**src/core/tiof_pkg.sv**
```systemverilog
// Package for the trigger, pin-supply and frame-info register bank.
// Assumes: 32-bit AXI4-Lite register access, one clock domain.
package tiof_pkg;
    // Register byte addresses
    localparam logic [15:0] TIOF_TRIG_CTRL_OFF   = 16'h0830;
    localparam logic [15:0] TIOF_FRAME_INFO_OFF  = 16'h12F8;
    localparam logic [15:0] TIOF_SUPPLY_EN_OFF   = 16'h19D0;
    localparam logic [15:0] TIOF_PIN_STATUS_OFF  = 16'h19D4;
    // Field positions, MSB-first numbering converted to little-endian bit index (31 - pos)
    localparam int TIOF_PRESENCE_BIT   = 31;
    localparam int TIOF_ABS_CTRL_BIT   = 30;
    localparam int TIOF_ON_OFF_BIT     = 25;
    localparam int TIOF_POLARITY_BIT   = 24;
    localparam int TIOF_SOURCE_LSB     = 21;
    localparam int TIOF_TRIG_VALUE_BIT = 20;
    localparam int TIOF_MODE_LSB       = 16;
    localparam int TIOF_PARAM_LSB      = 0;
    localparam int TIOF_SUPPLY_BIT     = 0;
    localparam int TIOF_AVAIL_LSB      = 16;
    localparam int TIOF_VALFMT_BIT     = 15;
    // Reset values
    localparam logic       TIOF_SUPPLY_RST   = 1'b0;
    localparam logic       TIOF_ON_OFF_RST   = 1'b0;
    localparam logic       TIOF_ABS_RST      = 1'b0;
    localparam logic       TIOF_POL_RST      = 1'b0;
    localparam logic [2:0] TIOF_SOURCE_RST   = 3'h0;
    localparam logic [3:0] TIOF_MODE_RST     = 4'h0;
    localparam logic [11:0] TIOF_PARAM_RST   = 12'h000;
    // AXI responses
    localparam logic [1:0] TIOF_RESP_OKAY    = 2'h0;
    localparam logic [1:0] TIOF_RESP_SLVERR  = 2'h2;
endpackage : tiof_pkg

```
**src/core/tiof_trig_sel.sv**
```systemverilog
// Trigger pin selector: synchronises the pins and picks the chosen one.
// Assumes: pins are asynchronous to clk.
`timescale 1ns/1ps
`default_nettype none
module tiof_trig_sel #(
    parameter int NPINS = 8
) (
    input  wire logic             clk,      // System clock
    input  wire logic             srst,     // Sync reset
    input  wire logic [NPINS-1:0] pins_in,  // Raw pin levels
    input  wire logic [2:0]       sel,      // Chosen pin
    input  wire logic             pol_high, // Active-high polarity
    output logic                  raw_q,    // Synced raw level
    output logic                  active_q  // Polarity-adjusted level
);
    logic [NPINS-1:0] s1_q;
    logic [NPINS-1:0] s2_q;
    // Elaboration check: a three-bit select reaches at most eight pins
    if (NPINS < 1 || NPINS > 8) begin : g_bad_npins
        $error("NPINS must be 1..8");
    end
    // Two-stage synchroniser per pin
    genvar g;
    for (g = 0; g < NPINS; g++) begin : g_sync
        always_ff @(posedge clk) begin
            if (srst) begin
                s1_q[g] <= 1'b0;
                s2_q[g] <= 1'b0;
            end else begin
                s1_q[g] <= pins_in[g];
                s2_q[g] <= s1_q[g];
            end
        end
    end
    // Selected level and active level
    always_ff @(posedge clk) begin
        if (srst) begin
            raw_q    <= 1'b0;
            active_q <= 1'b0;
        end else begin
            raw_q    <= (int'(sel) < NPINS) ? s2_q[sel] : 1'b0;
            active_q <= ((int'(sel) < NPINS) ? s2_q[sel] : 1'b0) ~^ pol_high;
        end
    end
endmodule : tiof_trig_sel
`default_nettype wire

```
**src/core/tiof_regs.sv**
```systemverilog
// Register bank: pin supply enable, trigger control, frame-info capabilities.
// Assumes: AXI4-Lite master with one read and one write outstanding.
//
// Function
// - Supply-enable bit switches 3.3 V on the pin; resets off.
// - Top bit of each register except pin status reads presence; it is not writable.
// - With absolute control set, the parameter field is read-only.
// - On/off bit reads status; when off, other trigger fields ignore writes.
// - Polarity bit: zero active low, one active high; not software trigger.
// - Three-bit source field picks the trigger input pin.
// - Trigger value bit reads the raw selected pin level; writes ignored.
// - Four-bit mode field selects one of sixteen trigger modes.
// - Twelve-bit parameter field holds the mode argument.
// - Frame-info register shows ten read-only item capability bits.
// - Value-format bit reads relative or absolute; currently read-only.
//
// Register access over AXI4-Lite is this design's own decision.
`timescale 1ns/1ps
`default_nettype none
module tiof_regs
    import tiof_pkg::*;
#(
    parameter int         NPINS       = 8,
    parameter logic [9:0] AVAIL_ITEMS = 10'h3FF,
    parameter logic       ABS_FMT     = 1'b0
) (
    input  wire logic             clk,           // System clock
    input  wire logic             srst,          // Sync reset
    input  wire logic [15:0]      s_axi_awaddr,  // Write address
    input  wire logic             s_axi_awvalid, // Write address valid
    output logic                  s_axi_awready, // Write address ready
    input  wire logic [31:0]      s_axi_wdata,   // Write data
    input  wire logic [3:0]       s_axi_wstrb,   // Byte strobes
    input  wire logic             s_axi_wvalid,  // Write data valid
    output logic                  s_axi_wready,  // Write data ready
    output logic [1:0]            s_axi_bresp,   // Write response
    output logic                  s_axi_bvalid,  // Write response valid
    input  wire logic             s_axi_bready,  // Write response ready
    input  wire logic [15:0]      s_axi_araddr,  // Read address
    input  wire logic             s_axi_arvalid, // Read address valid
    output logic                  s_axi_arready, // Read address ready
    output logic [31:0]           s_axi_rdata,   // Read data
    output logic [1:0]            s_axi_rresp,   // Read response
    output logic                  s_axi_rvalid,  // Read data valid
    input  wire logic             s_axi_rready,  // Read data ready
    input  wire logic [NPINS-1:0] gpio_in,       // Raw pin levels
    output logic                  supply_en,     // 3.3 V output enable
    output logic                  trig_enable,   // Trigger feature on
    output logic [2:0]            trig_source,   // Selected pin
    output logic [3:0]            trig_mode,     // Trigger mode
    output logic [11:0]           trig_param,    // Mode parameter
    output logic                  trig_abs,      // Absolute control
    output logic                  trig_active    // Polarity-adjusted trigger level
);
    import tiof_pkg::*;

    logic        supply_q;
    logic        on_q;
    logic        abs_q;
    logic        pol_q;
    logic [2:0]  src_q;
    logic [3:0]  mode_q;
    logic [11:0] param_q;
    logic        raw_lvl;
    logic        act_lvl;
    logic        aw_q;
    logic [15:0] awaddr_q;
    logic        w_q;
    logic [31:0] wdata_q;
    logic [3:0]  wstrb_q;
    logic        do_wr;
    logic [31:0] wbits;
    logic        wr_hit;
    logic [31:0] rd_val;
    logic        rd_hit;

    // Elaboration check: the source field reaches at most eight pins
    if (NPINS < 1 || NPINS > 8) begin : g_bad_npins
        $error("NPINS must be 1..8");
    end

    // Pin synchroniser and selection
    tiof_trig_sel #(.NPINS(NPINS)) u_sel (
        .clk      (clk),
        .srst     (srst),
        .pins_in  (gpio_in),
        .sel      (src_q),
        .pol_high (pol_q),
        .raw_q    (raw_lvl),
        .active_q (act_lvl)
    );

    // Address and data capture, either order
    assign s_axi_awready = !aw_q && !s_axi_bvalid;
    assign s_axi_wready  = !w_q && !s_axi_bvalid;
    always_ff @(posedge clk) begin
        if (srst) begin
            aw_q     <= 1'b0;
            w_q      <= 1'b0;
            awaddr_q <= 16'h0000;
            wdata_q  <= 32'h0000_0000;
            wstrb_q  <= 4'h0;
        end else begin
            if (s_axi_awvalid && s_axi_awready) begin
                aw_q     <= 1'b1;
                awaddr_q <= s_axi_awaddr;
            end
            if (s_axi_wvalid && s_axi_wready) begin
                w_q     <= 1'b1;
                wdata_q <= s_axi_wdata;
                wstrb_q <= s_axi_wstrb;
            end
            if (do_wr) begin
                aw_q <= 1'b0;
                w_q  <= 1'b0;
            end
        end
    end

    // Write commits once both halves are held
    assign do_wr = aw_q && w_q && !s_axi_bvalid;
    always_comb begin
        wbits = wdata_q;
        for (int b = 0; b < 4; b++) begin
            if (!wstrb_q[b]) wbits[b*8 +: 8] = 8'h00;
        end
    end
    assign wr_hit = ({awaddr_q[15:2], 2'b00} == TIOF_SUPPLY_EN_OFF) ||
                    ({awaddr_q[15:2], 2'b00} == TIOF_TRIG_CTRL_OFF) ||
                    ({awaddr_q[15:2], 2'b00} == TIOF_FRAME_INFO_OFF) ||
                    ({awaddr_q[15:2], 2'b00} == TIOF_PIN_STATUS_OFF);

    // Write response
    always_ff @(posedge clk) begin
        if (srst) begin
            s_axi_bvalid <= 1'b0;
            s_axi_bresp  <= TIOF_RESP_OKAY;
        end else if (do_wr) begin
            s_axi_bvalid <= 1'b1;
            s_axi_bresp  <= wr_hit ? TIOF_RESP_OKAY : TIOF_RESP_SLVERR;
        end else if (s_axi_bready) begin
            s_axi_bvalid <= 1'b0;
        end
    end

    // Supply enable bit
    always_ff @(posedge clk) begin
        if (srst) begin
            supply_q <= TIOF_SUPPLY_RST;
        end else if (do_wr && {awaddr_q[15:2], 2'b00} == TIOF_SUPPLY_EN_OFF && wstrb_q[0]) begin
            supply_q <= wbits[TIOF_SUPPLY_BIT];
        end
    end

    // Trigger control fields; only on/off is writable while off
    always_ff @(posedge clk) begin
        if (srst) begin
            on_q    <= TIOF_ON_OFF_RST;
            abs_q   <= TIOF_ABS_RST;
            pol_q   <= TIOF_POL_RST;
            src_q   <= TIOF_SOURCE_RST;
            mode_q  <= TIOF_MODE_RST;
            param_q <= TIOF_PARAM_RST;
        end else if (do_wr && {awaddr_q[15:2], 2'b00} == TIOF_TRIG_CTRL_OFF) begin
            if (wstrb_q[3]) on_q <= wbits[TIOF_ON_OFF_BIT];
            if (on_q) begin
                if (wstrb_q[3]) begin
                    abs_q <= wbits[TIOF_ABS_CTRL_BIT];
                    pol_q <= wbits[TIOF_POLARITY_BIT];
                end
                if (wstrb_q[2]) begin
                    src_q  <= wbits[TIOF_SOURCE_LSB +: 3];
                    mode_q <= wbits[TIOF_MODE_LSB +: 4];
                end
                if (!abs_q) begin
                    if (wstrb_q[0]) param_q[7:0] <= wbits[TIOF_PARAM_LSB +: 8];
                    if (wstrb_q[1]) param_q[11:8] <= wbits[TIOF_PARAM_LSB+8 +: 4];
                end
            end
        end
    end

    // Read mux; reserved bits zero, presence fixed one except in pin status
    always_comb begin
        rd_val = 32'h0000_0000;
        rd_hit = 1'b1;
        case ({s_axi_araddr[15:2], 2'b00})
            TIOF_SUPPLY_EN_OFF: begin
                rd_val[TIOF_PRESENCE_BIT] = 1'b1;
                rd_val[TIOF_SUPPLY_BIT]   = supply_q;
            end
            TIOF_TRIG_CTRL_OFF: begin
                rd_val[TIOF_PRESENCE_BIT]     = 1'b1;
                rd_val[TIOF_ABS_CTRL_BIT]     = abs_q;
                rd_val[TIOF_ON_OFF_BIT]       = on_q;
                rd_val[TIOF_POLARITY_BIT]     = pol_q;
                rd_val[TIOF_SOURCE_LSB +: 3]  = src_q;
                rd_val[TIOF_TRIG_VALUE_BIT]   = raw_lvl;
                rd_val[TIOF_MODE_LSB +: 4]    = mode_q;
                rd_val[TIOF_PARAM_LSB +: 12]  = param_q;
            end
            TIOF_FRAME_INFO_OFF: begin
                rd_val[TIOF_PRESENCE_BIT]      = 1'b1;
                rd_val[TIOF_AVAIL_LSB +: 10]   = AVAIL_ITEMS;
                rd_val[TIOF_VALFMT_BIT]        = ABS_FMT;
            end
            TIOF_PIN_STATUS_OFF: begin
                rd_val[0] = raw_lvl;
                rd_val[1] = act_lvl;
            end
            default: begin
                rd_hit = 1'b0;
            end
        endcase
    end

    // Read channel: one cycle from address to data
    assign s_axi_arready = !s_axi_rvalid;
    always_ff @(posedge clk) begin
        if (srst) begin
            s_axi_rvalid <= 1'b0;
            s_axi_rdata  <= 32'h0000_0000;
            s_axi_rresp  <= TIOF_RESP_OKAY;
        end else if (s_axi_arvalid && s_axi_arready) begin
            s_axi_rvalid <= 1'b1;
            s_axi_rdata  <= rd_val;
            s_axi_rresp  <= rd_hit ? TIOF_RESP_OKAY : TIOF_RESP_SLVERR;
        end else if (s_axi_rready) begin
            s_axi_rvalid <= 1'b0;
        end
    end

    // Control outputs
    assign supply_en   = supply_q;
    assign trig_enable = on_q;
    assign trig_source = src_q;
    assign trig_mode   = mode_q;
    assign trig_param  = param_q;
    assign trig_abs    = abs_q;
    assign trig_active = act_lvl;
endmodule : tiof_regs
`default_nettype wire

```
**config.mk**
```make
export PLATFORM = sky130hd
export DESIGN_NAME = tiof_regs
export DESIGN_NICKNAME = d
export VERILOG_FILES = /design/src/core/tiof_pkg.sv /design/src/core/tiof_trig_sel.sv /design/src/core/tiof_regs.sv
export SDC_FILE = /design/constraint.sdc
export NUM_CORES = 1
export LEC_CHECK = 0
export CAP_MARGIN = 20
export CORE_UTILIZATION = 50
export CTS_BUF_LIST = sky130_fd_sc_hd__clkbuf_4 sky130_fd_sc_hd__clkbuf_8
export CTS_CLUSTER_DIAMETER = 120
export DETAILED_ROUTE_END_ITERATION = 10
export DONT_BUFFER_PORTS = 1
export PLACE_DENSITY = 0.72
export SLEW_MARGIN = 20
export SYNTH_ARGS = -nofsm -noshare
export SYNTH_HDL_FRONTEND = slang
export SYNTH_SLANG_ARGS = --single-unit
```
**constraint.sdc**
```tcl
create_clock -name clk -period 1.78 [get_ports clk]
set_input_delay 0.267 -clock clk [delete_from_list [all_inputs] [get_ports clk]]
set_output_delay 0.267 -clock clk [all_outputs]
set_load 0.02 [all_outputs]
```
==> summary.md <==
| Metric | Value |
|---|---|
| Total Wirelength | `9770 um` |
| Final setup violation count | `0` |
| Status | `complete, no violations` |
| Total CTS buffers | `9` |
| Starting DRT DRC Count | `between 100 and 150` |
| Clock Skew | `12.3 ps` |
| Mux cell area share after synthesis | `2.01%` |
| Initial core utilization | `~52%` |
| Mapped Avg Cell Area | `8.53 um2` |
| Internal power | `approximately 3300 uW` |
| Syn Inst Count | `504` |
| Sw frac | `between 20 and 30%` |
| First-pass GRT wire length | `15200 um` |
| Worst VDD drop | `0.500 mV` |
| Largest stage delay, worst path | `~560 ps` |
| Core ar. | `slightly above 8000 um2` |
| Clk buf depth | `2` |
| Hold Vio Cnt, Final | `0` |
| Part of the Yosys area used for sequential elements | `51.7%` |
| Crit path to | `awaddr_q[14]` |
| IO buf count | `0` |
| Initial antenna violation count | `0` |
| TritonCTS Sinks | `around 110` |
| Leakage | `0.00176 uW` |
| Seq cells post-synth | `111` |
| R2R Path Start | `s_axi_bvalid` |
| Hold Crit Class | `primary input to register` |
| Remaining global-route overflow | `0` |
| # diodes | `0` |
| P per Cell Area | `between 900 and 1000 nW/um2` |
| Crit. End Element | `register` |
| R2R cell count | `5` |
| Setup ws final | `85.4 ps` |
| FMAX | `590 MHz` |
| Final Max Slew Viols | `0` |
| Final net count | `609` |
| Postcts setup bufs | `0` |
| Kind of critical path | `register to register` |
| FP Rows | `33` |
| Final Critical Period | `1690 ps` |
| Clk slew on worst S/H paths | `100 ps` |
| Pre-CTS WS | `53.8 ps` |
| Later-pin clock latency in the skew report | `370 ps` |
| # IOs | `147` |
| H-tree Lvls | `3` |
| Antenna Nets Post-Route | `0` |
| All-Layer GR Usage | `a little over a fifth` |
| Max-cap violation count | `0` |
| Worst-path maximum fanout | `14` |
| Synth Area in Simple Gates | `25.0%` |
| Root Driver | `clkbuf_8` |
| Setup tns final | `0 ps` |
| WL per Instance | `15.4 um` |
| Logic pwr share | `9.2%` |
| Unrepaired setup endpoints after global routing | `true` |
| Fraction of the mapped netlist area in adder cells | `0%` |
| CP most frequent cell | `nand2_1` |
| CTS tree | `yes` |
| Fin crit share | `95.2%` |
| Floorplan die height | `about 95 um` |
| CP startpoint kind | `register` |
| Yosys warnings | `0` |
| Critical path arrival | `1960 ps` |
| Async set-reset flop share out of synthesis | `0%` |
| Clock power share | `31.3%` |
| Setup crit start | `s_axi_bvalid` |
| Drc violations | `0` |
| Pre-Repair DR Iteration Count | `4` |
| NetSw | `~1200 uW` |
| Synth unique cells | `46` |
| Area Overhead vs Synth | `12.1%` |
| Main combinational cell family by area after synthesis | `simple AND/OR/NAND/NOR gates` |
| Main flop type after synthesis | `dfxtp_1` |
| CP Cell Sequence | `nor2_1 > nand2_1 > nand2_1 > a21oi_1 > dlygate4sd3_1` |
| CP max-delay cell | `dlygate4sd3_1` |
| RR Endpoint | `awaddr_q[14]` |
| DR vias/cell | `about 5.6` |
| Die Span X | `between 90 and 100 um` |
| Synth Cell Area | `~4300 um2` |
| Via count | `3570` |
| Post-Synth XOR/XNOR Area | `0%` |
| Via count of the first global-routing pass | `3330` |
| Reg2Reg Setup Slack | `90 ps` |
| Largest net degree at the start of global routing | `75` |
| Critical Path RT | `2040 ps` |
| EDFF count, synth | `0` |
| Compound-gate portion of the synthesized area | `15.2%` |
| Worst slew pin tran | `~730 ps` |
| Layout cell share with drive strength beyond 1 | `around a tenth` |
| Die Footprint | `around 9000 um2` |
| Sequential share of power | `59.5%` |
| Gpl congestion | `0.810` |
| Max_slew headroom | `51.4%` |
| DP Wirelength | `6620 um` |
[placed cells by master, fill, tap and decap left out, types with 3 or more instances in the layout]
cell type	instances
nand2_1	111
dfxtp_1	111
a21oi_1	85
o21ai_0	34
nand3_1	27
dlygate4sd3_1	23
buf_4	20
nor2b_1	19
nor2_1	11
conb_1	10
nand4_1	9
clkbuf_8	9
and3_1	6
nor4_1	4
inv_1	3
nor3b_1	3
mux2i_1	3
[repair_timing]
| action | CTS | global route |
|---|---|---|
| hold endpoints to repair | 93 | 0 |
| gates resized for setup | 0 | 2 |
| hold buffers | 24 | 0 |
| setup endpoints to repair | 0 | 17 |
[stage by stage]
stage	cells	instance area, um2	util (%)	hold WS (ps)	power, uW
finish	636	4820	58.3	21.3	4540
global route	636	4820	58.3	11.9	4750
CTS	636	4810	58.2	0.903	4570
detailed placement	596	4370	52.9	346	3100
global placement	596	4370	52.9	346	3080
floorplan	513	4330	-	366	3050
[per-layer routing]
layer / routed length [um] / share of wire [%] / track usage, %
met1: 4090 / 42 / 25.9
met2: 4860 / 50 / 38.2
met3: 676 / 6.9 / 5.56
met4: 138 / 1.4 / 8.08
met5: 0 / 0 / 0
[cells by family (layout without fill, tap and decap cells)]
kind of cell           Yosys count  after routing
AND/OR/NAND/NOR                215            215
AO/OA/AOI/OAI                  126            126
multiplexers                     6              6
flip-flops                     111            111
other                            1             10
buffers and inverters           45             63
[worst max-delay path, delay by kind of cell, from the launching register on]
| family | cells | cell delay, ps |
|---|---|---|
| buffers and inverters | 1 | 560 |
| AOI/OAI and AO/OA | 1 | 70 |
| and+or+nand+nor | 3 | 620 |
| DFF | 1 | 340 |
[worst min-delay path by stage]
stage / from / end / slack [ps] / depth (start not counted)
after floorplan: s_axi_rready / s_axi_rvalid / 370 / 1
after global placement: srst / s_axi_rdata[4] / 350 / 1
after detailed placement: srst / u_sel.s2_q[0] / 350 / 1
after CTS: s_axi_wdata[16] / wdata_q[16] / 0.9 / 2
after global routing: s_axi_wdata[16] / wdata_q[16] / 10 / 2
final: s_axi_wdata[25] / wdata_q[25] / 20 / 2
[sequential cells by signal (all words and copies together), names as in the netlist, 3 cells and up]
register and count:
trig_param 12, trig_source 3, awaddr_q 14, wdata_q 22, wstrb_q 4, u_sel.s2_q 8, s_axi_rdata 24, trig_mode 4
u_sel.s1_q 8
[final cells by class]
class	instances	area, um2
well taps	105	131
fillers	772	3440
clock inverters	6	52.6
multi-input cells	357	1860
repair buffers	44	408
inverters	3	11.3
clock buffers	10	131
flip-flops and latches	111	2220
[synthesized netlist by cell type (3+ instances only)]
| cell | n | area share (%) |
|---|---|---|
| a21oi_1 | 85 | 9.9 |
| and2_1 | 3 | 0.44 |
| and3_1 | 6 | 0.87 |
| buf_2 | 4 | 0.47 |
| buf_4 | 10 | 1.7 |
| clkbuf_1 | 22 | 1.9 |
| clkbuf_8 | 3 | 0.96 |
| dfxtp_1 | 111 | 52 |
| inv_1 | 3 | 0.26 |
| mux2i_1 | 3 | 0.70 |
| nand2_1 | 111 | 9.7 |
| nand3_1 | 27 | 3.1 |
| nand4_1 | 9 | 1.3 |
| nor2_1 | 11 | 0.96 |
| nor2b_1 | 19 | 2.8 |
| nor3b_1 | 3 | 0.52 |
| nor4_1 | 5 | 0.73 |
| o21ai_0 | 34 | 4.0 |
[power by group through the flow]
| stage | Combinational, uW | Clock [uW] | Sequential [uW] |
|---|---|---|---|
| after floorplan | 319 | 0 | 2730 |
| after global placement | 335 | 0 | 2750 |
| after detailed placement | 345 | 0 | 2750 |
| after CTS | 416 | 1460 | 2700 |
| after global routing | 469 | 1570 | 2710 |
| final | 417 | 1420 | 2700 |
Note: power is estimated with default switching activity, not from simulation.
